$ cat src/common/irqv_pkg.sv
package irqv_pkg;

  typedef logic [7:0] irqv_byte_t;
  typedef logic [15:0] irqv_word_t;
  typedef logic [1:0] irqv_sel_t;

  // ----------------------------------------------------------------------
  // Register map and fields
  // ----------------------------------------------------------------------
  localparam irqv_byte_t MVC_IO_OFFSET = 8'h35;
  localparam irqv_byte_t DS_BIAS = 8'h20;
  localparam irqv_byte_t MVC_DS_OFFSET = 8'(MVC_IO_OFFSET + DS_BIAS);
  localparam irqv_byte_t MVC_RESET = 8'h00;
  localparam int BIT_SELECT = 1;
  localparam int BIT_UNLOCK = 0;

  // ----------------------------------------------------------------------
  // Timing and vector placement
  // ----------------------------------------------------------------------
  localparam logic [2:0] UNLOCK_CYCLES = 3'h4;
  localparam irqv_word_t VECTOR_BASE_APP = 16'h0000;
  // Boot start word address per boot-size fuse setting; plain defaults.
  localparam logic [3:0][15:0] BOOT_START_DEF = {16'hF000, 16'hF000, 16'hF000, 16'hF000};
  // Start-up time in clock cycles per start-up fuse setting; plain defaults.
  localparam logic [3:0][15:0] STARTUP_CYC_DEF = {16'h0400, 16'h0100, 16'h0040, 16'h0010};

  // ----------------------------------------------------------------------
  // External interrupt sensing
  // ----------------------------------------------------------------------
  localparam irqv_sel_t SENSE_LOW = 2'h0;
  localparam irqv_sel_t SENSE_FALL = 2'h2;
  localparam irqv_sel_t SENSE_RISE = 2'h3;
  localparam int EDGE_ASYNC_PINS = 4;
  localparam irqv_sel_t WAKE_SAMPLES = 2'h2;
  localparam irqv_byte_t PIN_IDLE = 8'hFF;

  typedef enum logic [1:0] {PD_AWAKE, PD_ASLEEP, PD_STARTUP} irqv_pd_e;

endpackage

$ cat src/common/irqv_sense_if.sv
`timescale 1ns/1ps
interface irqv_sense_if;
  logic [15:0] sense_cfg;
  logic [7:0] enable;
  logic io_clk_run;
  logic powerdown;
  logic level_mask;
  logic wdt_tick;
  logic [7:0] req;
  logic wake;

  modport ctrl (output sense_cfg, enable, io_clk_run, powerdown, level_mask, wdt_tick,
                input req, wake);
  modport sense (input sense_cfg, enable, io_clk_run, powerdown, level_mask, wdt_tick,
                 output req, wake);
endinterface

$ cat src/hdl/irqv_ext_sense.sv
`timescale 1ns/1ps
module irqv_ext_sense (
  input wire logic clk_sys_in,
  input wire logic resetn_in,
  input wire logic ce_in,
  input wire irqv_pkg::irqv_byte_t pins_in,
  irqv_sense_if.sense sense
);
  import irqv_pkg::*;

  typedef struct packed {
    irqv_byte_t sync1;
    irqv_byte_t sync2;
    irqv_byte_t prev;
    irqv_byte_t req;
    logic [7:0][1:0] qual;
    logic wake;
  } irqv_sense_s;

  irqv_sense_s s;
  irqv_sense_s next_s;

  // ----------------------------------------------------------------------
  // Pin sensing
  // ----------------------------------------------------------------------
  always_comb begin
    irqv_sel_t mode;
    logic edge_ok;
    logic low;
    logic hit;
    mode = SENSE_LOW;
    edge_ok = 1'b0;
    low = 1'b0;
    hit = 1'b0;
    next_s = s;
    // Pins are read whatever their direction, so driving them raises requests.
    next_s.sync1 = pins_in; // RULE_09
    next_s.sync2 = s.sync1;
    next_s.wake = 1'b0;
    for (int i = 0; i < 8; i++) begin
      mode = sense.sense_cfg[2*i +: 2]; // RULE_10
      // Upper pins see edges only while the I/O clock runs.
      edge_ok = (i < EDGE_ASYNC_PINS) || sense.io_clk_run; // RULE_12
      low = !s.sync2[i];
      if (edge_ok) begin
        next_s.prev[i] = s.sync2[i];
      end
      case (mode)
        SENSE_LOW: hit = low && !sense.level_mask; // RULE_11
        SENSE_FALL: hit = edge_ok && s.prev[i] && low;
        SENSE_RISE: hit = edge_ok && !s.prev[i] && !low;
        default: hit = 1'b0;
      endcase
      next_s.req[i] = sense.enable[i] && hit;
      // Power-down level wake needs the level on consecutive watchdog samples.
      if (sense.powerdown && sense.enable[i] && (mode == SENSE_LOW)) begin // RULE_14
        if (sense.wdt_tick) begin
          if (!low) begin
            next_s.qual[i] = 2'h0;
          end else if (s.qual[i] != WAKE_SAMPLES) begin
            next_s.qual[i] = 2'(s.qual[i] + 2'h1);
          end
        end
      end else begin
        next_s.qual[i] = 2'h0;
      end
      next_s.wake = next_s.wake || next_s.req[i] || (next_s.qual[i] == WAKE_SAMPLES);
    end
  end

  always_ff @(posedge clk_sys_in) begin
    if (!resetn_in) begin
      s <= '0;
      s.sync1 <= PIN_IDLE;
      s.sync2 <= PIN_IDLE;
      s.prev <= PIN_IDLE;
    end else if (ce_in) begin
      s <= next_s;
    end
  end

  assign sense.req = s.req;
  assign sense.wake = s.wake;
endmodule

$ cat src/hdl/irqv_ctrl.sv
`timescale 1ns/1ps
// Summary of operation
// RULE_01 - The control register answers at I/O offset 0x35 and at data address 0x55.
// RULE_02 - Select bit 1 clear puts vectors at flash start, set puts them at boot start.
// RULE_03 - The relocated vector base is the boot start picked by the boot-size fuses.
// RULE_04 - Software writes unlock first, then the select value with unlock zero within four.
// RULE_05 - Interrupts are held off from unlock until after the next instruction, or four cycles.
// RULE_06 - Holding interrupts off never alters the global interrupt enable flag.
// RULE_07 - Unlock bit 0 clears four cycles after being set, or at once on a select write.
// RULE_08 - Boot lock bits block interrupts when running from the section without the vectors.
// RULE_09 - Enabled external pins raise requests even when driven as outputs.
// RULE_10 - Each pin senses falling edge, rising edge or low level, set per pin in two groups.
// RULE_11 - A low-level pin keeps requesting for as long as it stays low.
// RULE_12 - Upper pin edges need the I/O clock; levels and lower edges work without it.
// RULE_13 - The I/O clock stops in all sleep modes except idle.
// RULE_14 - Power-down level wake samples the level twice on the watchdog tick.
// RULE_15 - A level gone before start-up ends still wakes but raises no level request.
// RULE_16 - A select write without a live unlock leaves the select bit unchanged.
module irqv_ctrl #(
  parameter logic [3:0][15:0] BOOT_START = irqv_pkg::BOOT_START_DEF,
  parameter logic [3:0][15:0] STARTUP_CYC = irqv_pkg::STARTUP_CYC_DEF
) (
  input wire logic clk_sys_in,
  input wire logic resetn_in,
  input wire logic ce_in,
  input wire logic io_space_in,
  input wire irqv_pkg::irqv_byte_t addr_in,
  input wire logic wr_in,
  input wire logic rd_in,
  input wire irqv_pkg::irqv_byte_t wdata_in,
  input wire logic insn_end_in,
  input wire irqv_pkg::irqv_sel_t boot_size_fuses_in,
  input wire logic exec_in_boot_in,
  input wire logic app_side_boot_lock_in,
  input wire logic boot_side_boot_lock_in,
  input wire logic sleep_in,
  input wire logic sleep_idle_in,
  input wire logic sleep_powerdown_in,
  input wire irqv_pkg::irqv_sel_t startup_time_fuses_in,
  input wire logic wdt_tick_in,
  input wire irqv_pkg::irqv_byte_t ext_irq_pins_in,
  input wire irqv_pkg::irqv_byte_t ext_irq_sense_low_in,
  input wire irqv_pkg::irqv_byte_t ext_irq_sense_high_in,
  input wire irqv_pkg::irqv_byte_t ext_irq_enable_in,
  output logic [7:0] rdata_out,
  output logic [15:0] vector_base_out,
  output logic irq_suppress_out,
  output logic [7:0] ext_irq_req_out,
  output logic wake_out,
  output logic io_clk_enable_out
);
  import irqv_pkg::*;

  typedef struct packed {
    logic select;
    logic unlock;
    logic [2:0] unlock_cnt;
    logic hold_insn;
    logic suppress;
    irqv_word_t base;
    irqv_byte_t rdata;
    irqv_pd_e pd;
    irqv_word_t su_cnt;
    logic wake;
    logic io_clk_en;
  } irqv_ctrl_s;

  irqv_ctrl_s s;
  irqv_ctrl_s next_s;
  logic wr_hit;
  logic rd_hit;
  logic lock_block;

  irqv_sense_if sif();

  // ----------------------------------------------------------------------
  // Register decode
  // ----------------------------------------------------------------------
  function automatic logic reg_hit(input logic io_space, input irqv_byte_t addr);
    if (io_space) begin
      reg_hit = (addr == MVC_IO_OFFSET);
    end else begin
      reg_hit = (addr == MVC_DS_OFFSET);
    end
  endfunction

  function automatic irqv_byte_t reg_value(input logic select, input logic unlock);
    irqv_byte_t v;
    v = MVC_RESET;
    v[BIT_SELECT] = select;
    v[BIT_UNLOCK] = unlock;
    reg_value = v;
  endfunction

  assign wr_hit = wr_in && reg_hit(io_space_in, addr_in); // RULE_01
  assign rd_hit = rd_in && reg_hit(io_space_in, addr_in); // RULE_01

  // Running from the section that does not hold the vectors, under its lock.
  assign lock_block = (s.select && !exec_in_boot_in && app_side_boot_lock_in) || // RULE_08
                      (!s.select && exec_in_boot_in && boot_side_boot_lock_in);

  // ----------------------------------------------------------------------
  // Sense block hookup
  // ----------------------------------------------------------------------
  assign sif.sense_cfg = {ext_irq_sense_high_in, ext_irq_sense_low_in}; // RULE_10
  assign sif.enable = ext_irq_enable_in;
  assign sif.io_clk_run = s.io_clk_en; // RULE_13
  assign sif.powerdown = (s.pd == PD_ASLEEP);
  // Level requests wait until start-up is over.
  assign sif.level_mask = (s.pd != PD_AWAKE); // RULE_15
  assign sif.wdt_tick = wdt_tick_in;

  irqv_ext_sense u_sense (
    .clk_sys_in(clk_sys_in),
    .resetn_in(resetn_in),
    .ce_in(ce_in),
    .pins_in(ext_irq_pins_in),
    .sense(sif)
  );

  // ----------------------------------------------------------------------
  // Control state
  // ----------------------------------------------------------------------
  always_comb begin
    next_s = s;
    if (s.unlock) begin
      if (s.unlock_cnt == 3'h1) begin
        next_s.unlock = 1'b0; // RULE_07
        next_s.unlock_cnt = 3'h0;
      end else begin
        next_s.unlock_cnt = 3'(s.unlock_cnt - 3'h1);
      end
    end
    if (s.hold_insn && insn_end_in) begin
      next_s.hold_insn = 1'b0; // RULE_05
    end
    if (wr_hit) begin
      if (wdata_in[BIT_UNLOCK]) begin
        next_s.unlock = 1'b1;
        next_s.unlock_cnt = UNLOCK_CYCLES; // RULE_04
      end else if (s.unlock) begin
        next_s.select = wdata_in[BIT_SELECT]; // RULE_02
        next_s.unlock = 1'b0; // RULE_07
        next_s.unlock_cnt = 3'h0;
        next_s.hold_insn = 1'b1; // RULE_05
      end
      // Without a live unlock the select bit keeps its value.
    end
    // Only this output is raised; the core's global enable flag is left alone.
    next_s.suppress = next_s.unlock || next_s.hold_insn || lock_block; // RULE_06
    next_s.base = next_s.select ? BOOT_START[boot_size_fuses_in] : VECTOR_BASE_APP; // RULE_03
    next_s.rdata = rd_hit ? reg_value(s.select, s.unlock) : 8'h00;
    next_s.io_clk_en = !(sleep_in && !sleep_idle_in); // RULE_13
    next_s.wake = 1'b0;
    case (s.pd)
      PD_AWAKE: begin
        if (sleep_in && sleep_powerdown_in) begin
          next_s.pd = PD_ASLEEP;
        end else if (sleep_in && sif.wake) begin
          next_s.wake = 1'b1; // RULE_12
        end
      end
      PD_ASLEEP: begin
        if (sif.wake) begin
          next_s.pd = PD_STARTUP; // RULE_14
          next_s.su_cnt = 16'(STARTUP_CYC[startup_time_fuses_in] - 16'h0001);
        end
      end
      PD_STARTUP: begin
        if (s.su_cnt == 16'h0000) begin
          // Wake goes out even if the level has gone meanwhile.
          next_s.pd = PD_AWAKE; // RULE_15
          next_s.wake = 1'b1;
        end else begin
          next_s.su_cnt = 16'(s.su_cnt - 16'h0001);
        end
      end
      default: next_s.pd = PD_AWAKE;
    endcase
  end

  always_ff @(posedge clk_sys_in) begin
    if (!resetn_in) begin
      s <= '0;
      s.select <= MVC_RESET[BIT_SELECT];
      s.unlock <= MVC_RESET[BIT_UNLOCK];
      s.pd <= PD_AWAKE;
      s.io_clk_en <= 1'b1;
    end else if (ce_in) begin
      s <= next_s;
    end
  end

  assign rdata_out = s.rdata;
  assign vector_base_out = s.base;
  assign irq_suppress_out = s.suppress;
  assign ext_irq_req_out = sif.req;
  assign wake_out = s.wake;
  assign io_clk_enable_out = s.io_clk_en;
endmodule

$ cat config.mk
export PLATFORM = sky130hd
export DESIGN_NAME = irqv_ctrl
export DESIGN_NICKNAME = d
export VERILOG_FILES = /design/src/common/irqv_pkg.sv /design/src/common/irqv_sense_if.sv /design/src/hdl/irqv_ext_sense.sv /design/src/hdl/irqv_ctrl.sv
export SDC_FILE = /design/constraint.sdc
export NUM_CORES = 1
export LEC_CHECK = 0
export ABC_AREA = 1
export BUFFER_PORTS_ARGS = -buffer_cell sky130_fd_sc_hd__buf_2
export CORE_MARGIN = 4
export CORE_UTILIZATION = 45
export CTS_BUF_LIST = sky130_fd_sc_hd__clkbuf_4
export CTS_CLUSTER_DIAMETER = 120
export DETAILED_ROUTE_END_ITERATION = 10
export GPL_ROUTABILITY_DRIVEN = 0
export PLACE_DENSITY = 0.71
export RECOVER_POWER = 100
export SYNTH_ARGS = -nofsm -noshare
export SYNTH_HDL_FRONTEND = slang
export SYNTH_SLANG_ARGS = --single-unit
export TNS_END_PERCENT = 20
$ cat constraint.sdc
create_clock -name clk_sys_in -period 1.4 [get_ports clk_sys_in]
set_input_delay 0.14 -clock clk_sys_in [delete_from_list [all_inputs] [get_ports clk_sys_in]]
set_output_delay 0.14 -clock clk_sys_in [all_outputs]
set_load 0.01 [all_outputs]
After elaboration in Yosys (flattened, before gate mapping):

Cells that the tools add are included.

* flip-flop bits (word level): 100
* logic and storage cells: 265
* bits of input ports: 66
* output and inout port bits: 35

* add/sub/neg operators: 11
* reductions and logical operators: 120
* eq/ne operators: 41
* mux-type cells: 66
* $lt $le $gt $ge: 2

Operators by type and width (count)
* $mux W2: 35
* $logic_and A1 B1 Y1: 66
* $bmux W16 S2: 2
* $mux W16: 4
* $eq A2 B2 Y1 const B: 25
* $pmux W16 S2: 1
* $sub A16 B1 Y16 const B: 2
* $ne A2 B2 Y1 const B: 12
* $pmux W1 S3: 8
* $logic_not A1 Y1: 21
* $logic_not A2 Y1: 9
* $logic_or A1 B1 Y1: 18
* $mux W18: 1
* $add A2 B1 Y2 const B: 8
* $logic_not A16 Y1: 1
* $mux W6: 2
* $eq A8 B6 Y1 const B: 1
* $eq A8 B7 Y1 const B: 1
* $mux W1: 8
* $mux W4: 2
* $reduce_and A4 Y1: 2
* $lt A2 B3 Y1 const B: 2
* $pmux W2 S3: 1
* $reduce_bool A2 Y1: 2
* other kinds (6): 6

Depth between registers and ports, before layout:

Gate-level depths: netlist (run 1).

* depth in word-level cells: 21
* gate-level depth with buffers: 13
* gate-level depth less buffers: 11

Modules after synthesis:

Synthesis (run 1) repeated with hierarchy kept, for this count alone.

* cells, all modules: 724
* area, all modules: 4682.0 um^2

Modules (own cells, without submodules)
* irqv_ext_sense: cells each 398, times used 1, seq. area each 980.9 um^2, area each 2638.8 um^2
* irqv_ctrl: cells each 326, times used 1, seq. area each 580.6 um^2, area each 2043.2 um^2

Least setup slack after synthesis (run 1):

Ideal clock, no wire load.

* kind: flip-flop to flip-flop
* start point: reg s[19] (netlist bit)
* end point: reg s[14] (netlist bit)
* library setup time: 118 ps
* buffers on the path: 2
* required time: 1282 ps
* period minus slack after synthesis: 1602 ps
* slack: -202 ps
* stages on the path, launching flop included: 14
* arrival time: 1484 ps
* cells stage by stage: dfxtp_1 > buf_6 > inv_2 > nor2_4 > buf_6 > nand2_1 > ha_1 > inv_1 > nor2_2 > nand2_2 > nor2_2 > nand4_1 > nand2_1 > nor2_1

* word-level cells in the longest chain between the ends: 3
* elaborated cells on any way between the ends: 7
* those cells by class: 4 x eq/ne; 1 x mux; 2 x reduce/logical

Ends and longest elaborated chain
* start: declaration: line irqv_ctrl.sv:68 `irqv_ctrl_s s;`
* start signal: assignment: line irqv_ctrl.sv:190 `s <= next_s;`
* $eq A2 B2 Y1 or $eq A2 B1 Y1 (tied branches): line irqv_ctrl.sv:155 `case (s.pd)`
* $ne A2 B2 Y1 (no line) or $reduce_bool A2 Y1 (tied branches)
* $reduce_and A4 Y1 (no line)

Several ways; a longest one is shown, not always the timed one.
A chain may end at the register's enable or synchronous reset.

Worst setup path after layout (run 1):

* start point: reg s[19] (netlist bit)
* end point: reg s[8] (netlist bit)

Same word-level chain as after synthesis.

==> flow_summary.toml, run 1 <==
[worst_setup_path]
rr_worst_depth = 8
critPathMaxStageDelay_ns = 0.40
start_kind = "register"
cp_num_cells = 8
worstSetupPathType = "register to register"
path_buf_inv = 3
path_max_fanout = 8
r2r_end = "s[8]$_SDFFE_PN0P_"
endpoint = "s[8]$_SDFFE_PN0P_"
crit_path_end_kind = "register"
r2r_setup_slack_ns = -0.13
critPathArrivalTime_ns = 1.89
crit_family = "compound AO/OA/AOI/OAI gates"
crit_required_ns = 1.76
cp-startpoint = "s[19]$_SDFFE_PN0P_"
crit_chain = "inv_4 > nor2_4 > buf_4 > nand2_4 > a21oi_4 > buf_6 > o21ai_0 > a21oi_1"
cp_slowest_cell = "dfxtp_4"
worst_r2r_startpoint = "s[19]$_SDFFE_PN0P_"

[detailed_routing]
drtPass1Iterations = 5
drc = 0
wl_per_cell_um = 13.8
antenna_left = 0
avgViaCountPerCell = 5.17
drt_wl_total_um = 13100
drtIter0Drc = 253
vias = 4918

[global_routing]
grt_pass1_vias = 4746
antenna_found_initial = 0
grt_pass1_wl_um = 21200
grt_max_degree = 43
track_usage = 0.219
grt.overflow.total = 0

[synth]
synth-xor-area-share = 0.00936
yosysSeqAreaShare = 0.334
synth_compound_area_frac = 0.198
synthTopCellsByCount = "nand2_1 (118), dfxtp_1 (78), inv_1 (76), nor2_1 (70), o21ai_0 (70)"
synthTopCellsByArea = "dfxtp_1 (33%), nand2_1 (9.5%), o21ai_0 (7.5%)"
netlist_area_um2 = 4680
synth-edff-count = 0
yosys.area_share.simple = 0.282
synth_cell_type_count = 42
synth_top_cell_area_share = 0.334
yosysMostFrequentCell = "nand2_1"
synthMuxAreaShare = 0
synth_top_family_by_area = "simple AND/OR/NAND/NOR gates"
yosysWarnings = 0
yosys_most_used_dff = "dfxtp_1"
synthArstFlopShare = 0
avgSynthCellArea_um2 = 6.86
synthCells = 682
yosys.area.top_type = "dfxtp_1"
ys_ff_latch = 78
synthAdderAreaFrac = 0.0294

[floorplan]
num_rows = 36
initial_core_util = 0.470
dieWidth_um = 110
die_h_um = 110
die_area_um2 = 12100
coreArea_um2 = 9950
num_io_pins = 101

[clocking]
root_buffer = "clkbuf_4"
clock-sinks = 78
path_clk_slew_ns = 0.13
clock_latency_ns = 0.43
cts_buffer_depth = 2
cts_htree_levels = 3
cts-buffers-inserted = 9
cts_tree = "yes"

[timing]
min_period_over_period = 1.10
rsz0062_at_grt = "yes"
finalHoldViolCount = 0
setup_slack_ns = -0.134
max_freq_mhz = 652
fin_crit_ns = 1.53
finalSetupViolations = 16
tns_ns = -1.21
maxSlewViolCount = 0
skew_ns = 0.0229

[job]
maxCapViolCount = 0

[run_status]
outcome = "finished, violations left"
violations = "setup timing"

[finish]
drive_gt1_frac = 0.265
diodes = 0
syn_to_final_growth_pct = 28.1
final_util = 0.602
fin_nets = 890

[placement]
portBuffers = 74
dp_hpwl_um = 9530

[power]
max-vdd-ir-drop_v = 0.000431
pwr_density_cell_nw_per_um2 = 852
p_leak_uw = 0.00289

[worst_hold_path]
hp-start = "sleep_in"
holdCritPathClass = "input pin to register"
[cells by family after synthesis]
family,after synthesis
simple gates,281
compound gates,166
buf+inv,140
flops,78
fa+ha+maj,11
xor+xnor,5
other cells,1
[metal layers]
metal  global-route usage  share of wire
met5                    0              0
met4               0.0766          0.021
met1                0.269           0.43
met2                0.375           0.48
met3               0.0470          0.063
[stage by stage]
step | std cells | area [um2] | power, uW | hold slack, ns | worst slack, ns
finish | 951 | 5990 | 5100 | 0.0329 | -0.134
global route | 951 | 5990 | 5370 | 0.0357 | -0.206
CTS | 950 | 5900 | 5090 | 0.00630 | -0.0794
detailed placement | 923 | 5540 | 3530 | 0.354 | -0.237
global placement | 923 | 5540 | 3480 | 0.355 | -0.167
floorplan | 699 | 4760 | 3130 | 0.262 | -0.141
[sequential cells by signal (all words and copies together), names as in the netlist, named ones only]
| register | flops |
|---|---|
| irq_suppress_out | 1 |
| rdata_out | 2 |
| u_sense.sense.req | 8 |
| wake_out | 1 |
| u_sense.next_s | 12 |
| u_sense.sense.wake | 1 |
| s | 20 |
| io_clk_enable_out | 1 |
| vector_base_out | 1 |
| u_sense.s | 28 |
[tightest hold or removal path, cell delays in order]
cell and delay [ns]:
buf_2 0.12, nand2_1 0.06, o22ai_1 0.06, nand2_1 0.05
[worst min path at each step]
stage,slack (ns),to,cells past startpoint
global placement,0.36,u_sense.next_s[35]$_SDFFE_PN1P_,3
CTS,0.006,io_clk_enable_out$_SDFFE_PN1P_,4
finish,0.03,io_clk_enable_out$_SDFFE_PN1P_,4
detailed placement,0.35,u_sense.next_s[35]$_SDFFE_PN1P_,3
floorplan,0.26,u_sense.next_s[35]$_SDFFE_PN1P_,2
global route,0.04,u_sense.sense.req[7]$_SDFFE_PN0P_,2
[power by group]
part / switching [uW] / leakage [uW] / total (uW) / internal [uW]
Combinational: 676 / 0.00217 / 1160 / 481
Clock: 819 / 0.0000810 / 1530 / 713
Sequential: 74.7 / 0.000643 / 2420 / 2340
Total: 1570 / 0.00289 / 5100 / 3540
[final cells by class]
| class | instances | area [um2] |
|---|---|---|
| Timing Repair Buffer | 162 | 1090 |
| Clock inverter | 7 | 88.8 |
| Multi-Input combinational cell | 481 | 2700 |
| Fill cell | 904 | 3960 |
| Tap cell | 133 | 166 |
| Clock buffer | 9 | 67.6 |
| Inverter | 81 | 312 |
| Sequential cell | 78 | 1570 |
[cell usage in the layout (no fill, tap or decap), types with 5 or more instances in the layout]
master	instances
ha_1	10
nand3_1	38
nor2_2	6
buf_4	68
conb_1	18
nor2_1	65
a211oi_1	12
clkbuf_1	16
nand2_4	6
o21ai_1	7
nand2_2	9
o211ai_1	5
o21ai_0	64
buf_2	58
nand3_2	12
clkbuf_4	9
nor2_4	7
nand2_1	109
inv_1	74
dfxtp_1	76
nand4_1	12
a21oi_1	59
dlygate4sd3_1	11
[timing repair]
| action | CTS | global route |
|---|---|---|
| endpoints found under the hold margin | 11 | 0 |
| endpoints found under the setup margin | 39 | 39 |
| gates resized for setup | 27 | 32 |
| setup buffers | 0 | 1 |
| hold buffers | 11 | 0 |
| pin swaps | 7 | 7 |
Note: power is estimated with default switching activity, not from simulation.
==> run 2: changes to the inputs <==
--- a/config.mk
+++ b/config.mk
@@ -8,12 +8,11 @@
 export ABC_AREA = 1
 export BUFFER_PORTS_ARGS = -buffer_cell sky130_fd_sc_hd__buf_2
 export CORE_MARGIN = 4
-export CORE_UTILIZATION = 45
+export CORE_UTILIZATION = 40
 export CTS_BUF_LIST = sky130_fd_sc_hd__clkbuf_4
 export CTS_CLUSTER_DIAMETER = 120
 export DETAILED_ROUTE_END_ITERATION = 10
 export GPL_ROUTABILITY_DRIVEN = 0
-export PLACE_DENSITY = 0.71
 export RECOVER_POWER = 100
 export SYNTH_ARGS = -nofsm -noshare
 export SYNTH_HDL_FRONTEND = slang
==> flow_summary.toml, run 2 (synthesis results as in run 1) <==
[run_status]
outcome = "finished, violations left"
violations = "setup timing"

[timing]
finalHoldViolCount = 0
setup_slack_ns = -0.120
worst_pin_slew_ns = 0.509
finalSetupViolations = 19
rsz0062_at_grt = "yes"
min_period_over_period = 1.09
relSlewSlack = 0.661
skew_ns = 0.0121
maxSlewViolCount = 0
max_freq_mhz = 658
fin_crit_ns = 1.52

[finish]
drive_gt1_frac = 0.252
top_register = "u_sense.s"
seqCellArea_um2 = 1570
largest_reg_flops = 28
syn_to_final_growth_pct = 25.4
final_area_um2 = 5860
nFillCells = 1155
fin_nets = 885
multiInputGateArea_um2 = 2650
mostFrequentLayoutCells = "nand2_1 (113), dfxtp_1 (74), inv_1 (73), nor2_1 (64), buf_4 (64)"
diodes = 0
layout_commonest_cell = "nand2_1"

[floorplan]
die_area_um2 = 13500
initial_core_util = 0.410
dieWidth_um = 116
num_rows = 39
num_io_pins = 101
die_h_um = 116
coreArea_um2 = 11400

[detailed_routing]
drt_wl_total_um = 13000
drc = 0
wl_per_cell_um = 13.6
antenna_left = 0
vias = 4851
drtIter0Drc = 208
avgViaCountPerCell = 5.07
drtPass1Iterations = 5

[placement]
place_ws_ns = -0.212
portBuffers = 74
place_area_um2 = 5490
dp_hpwl_um = 9480

[worst_setup_path]
critPathArrivalTime_ns = 1.89
start_kind = "register"
crit_path_end_kind = "register"
path_max_fanout = 7
crit_required_ns = 1.77
rr_worst_depth = 10
worstSetupPathType = "register to register"

[power]
p_leak_uw = 0.00281
pwr_density_cell_nw_per_um2 = 805
max-vdd-ir-drop_v = 0.000553

[global_routing]
grt_pass1_wl_um = 21000
grt_max_degree = 51
grtUsageMet1 = 0.233
grt_use_met3 = 0.0430
use_met2 = 0.349
antenna_found_initial = 0
busiest_layer = "met2"
grt.overflow.total = 0
grt_pass1_vias = 4660
track_usage = 0.197

[clocking]
clock-sinks = 78
clock_latency_ns = 0.47
root_buffer = "clkbuf_4"
cts_tree = "yes"
cts_htree_levels = 3
cts_buffer_depth = 2
cts-buffers-inserted = 9
path_clk_slew_ns = 0.12

[worst_hold_path]
holdCritPathClass = "input pin to register"
hold_path_depth = 4

[job]
maxCapViolCount = 0
==> run 2: where the power goes <==
part	internal [uW]	switching, uW	leakage (uW)
logic	463	657	0.00211
registers	2340	73.2	0.000644
clock network	361	822	0.0000587
total	3170	1550	0.00281
==> run 2: timing repair <==
action / in CTS / in global routing
setup endpoints to repair: 36 / 40
hold buffers: 12 / 0
pin swaps: 2 / 8
endpoints found under the hold margin: 11 / 0
setup buffers: 1 / 0
gates resized for setup: 24 / 28
==> run 2: layer usage <==
layer / share of wire / up-vias
li1: - / 2461
met1: 0.42 / 2241
met2: 0.50 / 125
met3: 0.053 / 24
met4: 0.019 / 0
met5: 0 / -
==> run 2: worst paths after layout <==
path / to / from / slack [ns]
setup / recovery: s[14]$_SDFFE_PN0P_ / s[19]$_SDFFE_PN0P_ / -0.12
hold / removal: io_clk_enable_out$_SDFFE_PN1P_ / sleep_in / 0.04
setup reg to reg: s[14]$_SDFFE_PN0P_ / s[19]$_SDFFE_PN0P_ / -0.12
hold reg to reg: u_sense.next_s[39]$_SDFFE_PN1P_ / u_sense.next_s[39]$_SDFFE_PN1P_ / 0.48
==> run 2: worst max-delay path, cell delays in order, from the launching register on <==
cell and delay, ns:
dfxtp_4 0.39, inv_4 0.05, nor2_4 0.19, nand2_2 0.11
ha_4 0.18, inv_4 0.06, nor2_4 0.05, nand2_2 0.09
nor2_4 0.05, a22oi_1 0.17, nor2_1 0.07
==> run 2: per-stage QoR <==
step | hold WS (ns) | total power (uW) | std cells | TNS (ns) | utilization
2_1_floorplan | 0.262 | 3130 | 699 | -0.590 | -
3_3_place_gp | 0.349 | 3480 | 927 | -2.30 | 0.481
3_5_place_dp | 0.361 | 3510 | 927 | -3.63 | 0.481
4_1_cts | 0.00496 | 4730 | 956 | -0.843 | 0.508
5_1_grt | 0.00904 | 5010 | 956 | -4.63 | 0.514
6_report | 0.0392 | 4720 | 956 | -1.20 | 0.514
==> run 2: cell type report <==
type,instances,area share
clock inverters,6,0.00491
well taps,143,0.0305
repair buffers,157,0.179
clock buffers,10,0.0128
flip-flops and latches,78,0.268
inverters,81,0.0531
multi-input cells,481,0.451
==> run 3: changes to the inputs <==
--- a/config.mk
+++ b/config.mk
@@ -14,6 +14,7 @@
 export DETAILED_ROUTE_END_ITERATION = 10
 export GPL_ROUTABILITY_DRIVEN = 0
 export RECOVER_POWER = 100
+export SKIP_LAST_GASP = 1
 export SYNTH_ARGS = -nofsm -noshare
 export SYNTH_HDL_FRONTEND = slang
 export SYNTH_SLANG_ARGS = --single-unit
==> flow_summary.toml, run 3 (synthesis results as in run 1) <==
[run_status]
outcome = "finished, violations left"
violations = "setup timing"

[power]
pwr_density_cell_nw_per_um2 = 807
p_leak_uw = 0.00280
max-vdd-ir-drop_v = 0.000555

[detailed_routing]
vias = 4836
antenna_left = 0
drtIter0Drc = 265
avgViaCountPerCell = 5.06
drt_wl_total_um = 12900
wl_per_cell_um = 13.5
drtPass1Iterations = 5
drc = 0

[floorplan]
num_io_pins = 101
num_rows = 39
die_area_um2 = 13500
dieWidth_um = 116
die_h_um = 116
coreArea_um2 = 11400
initial_core_util = 0.410

[finish]
top_register = "u_sense.s"
mostFrequentLayoutCells = "nand2_1 (113), inv_1 (74), dfxtp_1 (74), nor2_1 (68), buf_4 (65)"
largest_reg_flops = 28
syn_to_final_growth_pct = 24.4
multiInputGateArea_um2 = 2600
layout_commonest_cell = "nand2_1"
drive_gt1_frac = 0.237
seqCellArea_um2 = 1570
nFillCells = 1162
fin_nets = 885
diodes = 0

[timing]
fin_crit_ns = 1.52
min_period_over_period = 1.09
finalHoldViolCount = 0
setup_slack_ns = -0.121
maxSlewViolCount = 0
max_freq_mhz = 658
rsz0062_at_grt = "yes"
hold_slack_ns = 0.0486
skew_ns = 0.0123
worst_pin_slew_ns = 0.512
finalSetupViolations = 22
relSlewSlack = 0.659

[worst_setup_path]
path_buf_inv = 2
crit_family = "simple AND/OR/NAND/NOR gates"
worstSetupPathType = "register to register"
cp_slowest_cell = "dfxtp_4"
rr_worst_depth = 10
critPathMaxStageDelay_ns = 0.39
start_kind = "register"
crit_required_ns = 1.75
path_max_fanout = 7
critPathArrivalTime_ns = 1.87
crit_path_end_kind = "register"
r2r_end = "s[14]$_SDFFE_PN0P_"
r2r_setup_slack_ns = -0.12
worst_r2r_startpoint = "s[19]$_SDFFE_PN0P_"
crit_top_cell = "nor2_4"
crit_chain = "inv_4 > nor2_4 > nand2_2 > ha_4 > inv_4 > nor2_4 > nand2_2 > nor2_4 > a22oi_1 > nor2_1"

[clocking]
clock-sinks = 78
cts-buffers-inserted = 9
cts_tree = "yes"
clock_latency_ns = 0.46
path_clk_slew_ns = 0.12
root_buffer = "clkbuf_4"
cts_buffer_depth = 2
cts_htree_levels = 3

[placement]
dp_hpwl_um = 9480
portBuffers = 74
place_ws_ns = -0.212

[global_routing]
grt_max_degree = 51
track_usage = 0.196
grt_pass1_wl_um = 21000
grt_pass1_vias = 4652
antenna_found_initial = 0
grt.overflow.total = 0

[job]
maxCapViolCount = 0

[worst_hold_path]
hp-start = "sleep_in"
hold_path_depth = 4
holdCritPathClass = "input pin to register"
hold_end = "io_clk_enable_out$_SDFFE_PN1P_"
## run 3: final cells by class
type,count,area share
clock inverter,6,0.00494
inverter,81,0.0535
sequential,78,0.270
tap,143,0.0307
multi-input combinational,481,0.447
clock buffer,10,0.0129
timing repair buffer,157,0.181
## run 3: worst register-to-register path, cell delays in order, from the launching register on
cell	delay, ns
dfxtp_4	0.39
inv_4	0.05
nor2_4	0.20
nand2_2	0.12
ha_4	0.18
inv_4	0.06
nor2_4	0.05
nand2_2	0.09
nor2_4	0.05
a22oi_1	0.16
nor2_1	0.07
## run 3: per-stage QoR
step	cells	util	instance area, um2	total power (uW)	TNS, ns
6_report	956	0.510	5820	4700	-1.32
4_1_cts	956	0.508	5800	4730	-0.846
3_5_place_dp	927	0.481	5490	3510	-3.63
5_1_grt	956	0.510	5820	4990	-5.11
3_3_place_gp	927	0.481	5490	3480	-2.30
2_1_floorplan	699	-	4760	3130	-0.590
## run 3: repair_timing
item                                    4_1_cts  5_1_grt
endpoints found under the setup margin       36       40
hold endpoints to repair                     11        0
hold buffers                                 12        0
gates resized for setup                      23       17
buffers inserted                              1        0
pin swaps                                     2        8
gates cloned                                  0        0
## run 3: worst max-delay path by stage
| stage | start | endpoint | depth (start not counted) |
|---|---|---|---|
| after floorplan | s[19]$_SDFFE_PN0P_ | s[14]$_SDFFE_PN0P_ | 13 |
| after global placement | s[18]$_SDFFE_PN0P_ | s[2]$_SDFFE_PN0P_ | 6 |
| after detailed placement | s[19]$_SDFFE_PN0P_ | s[12]$_SDFFE_PN0P_ | 10 |
| after CTS | s[19]$_SDFFE_PN0P_ | s[12]$_SDFFE_PN0P_ | 10 |
| after global routing | s[19]$_SDFFE_PN0P_ | s[17]$_SDFFE_PN0P_ | 8 |
| final | s[19]$_SDFFE_PN0P_ | s[14]$_SDFFE_PN0P_ | 10 |
## run 3: layer usage
layer | wire (um) | track usage | up-vias
met1 | 5520 | 0.233 | 2214
met3 | 640 | 0.0430 | 26
met2 | 6480 | 0.348 | 130
met5 | 0 | 0 | -
li1 | - | - | 2466
met4 | 244 | 0.0704 | 0
## run 3: power by group
part / switching (uW) / internal [uW] / leakage [uW]
logic: 650 / 461 / 0.00210
clock network: 812 / 361 / 0.0000587
registers: 73.2 / 2340 / 0.000644
total: 1530 / 3160 / 0.00280
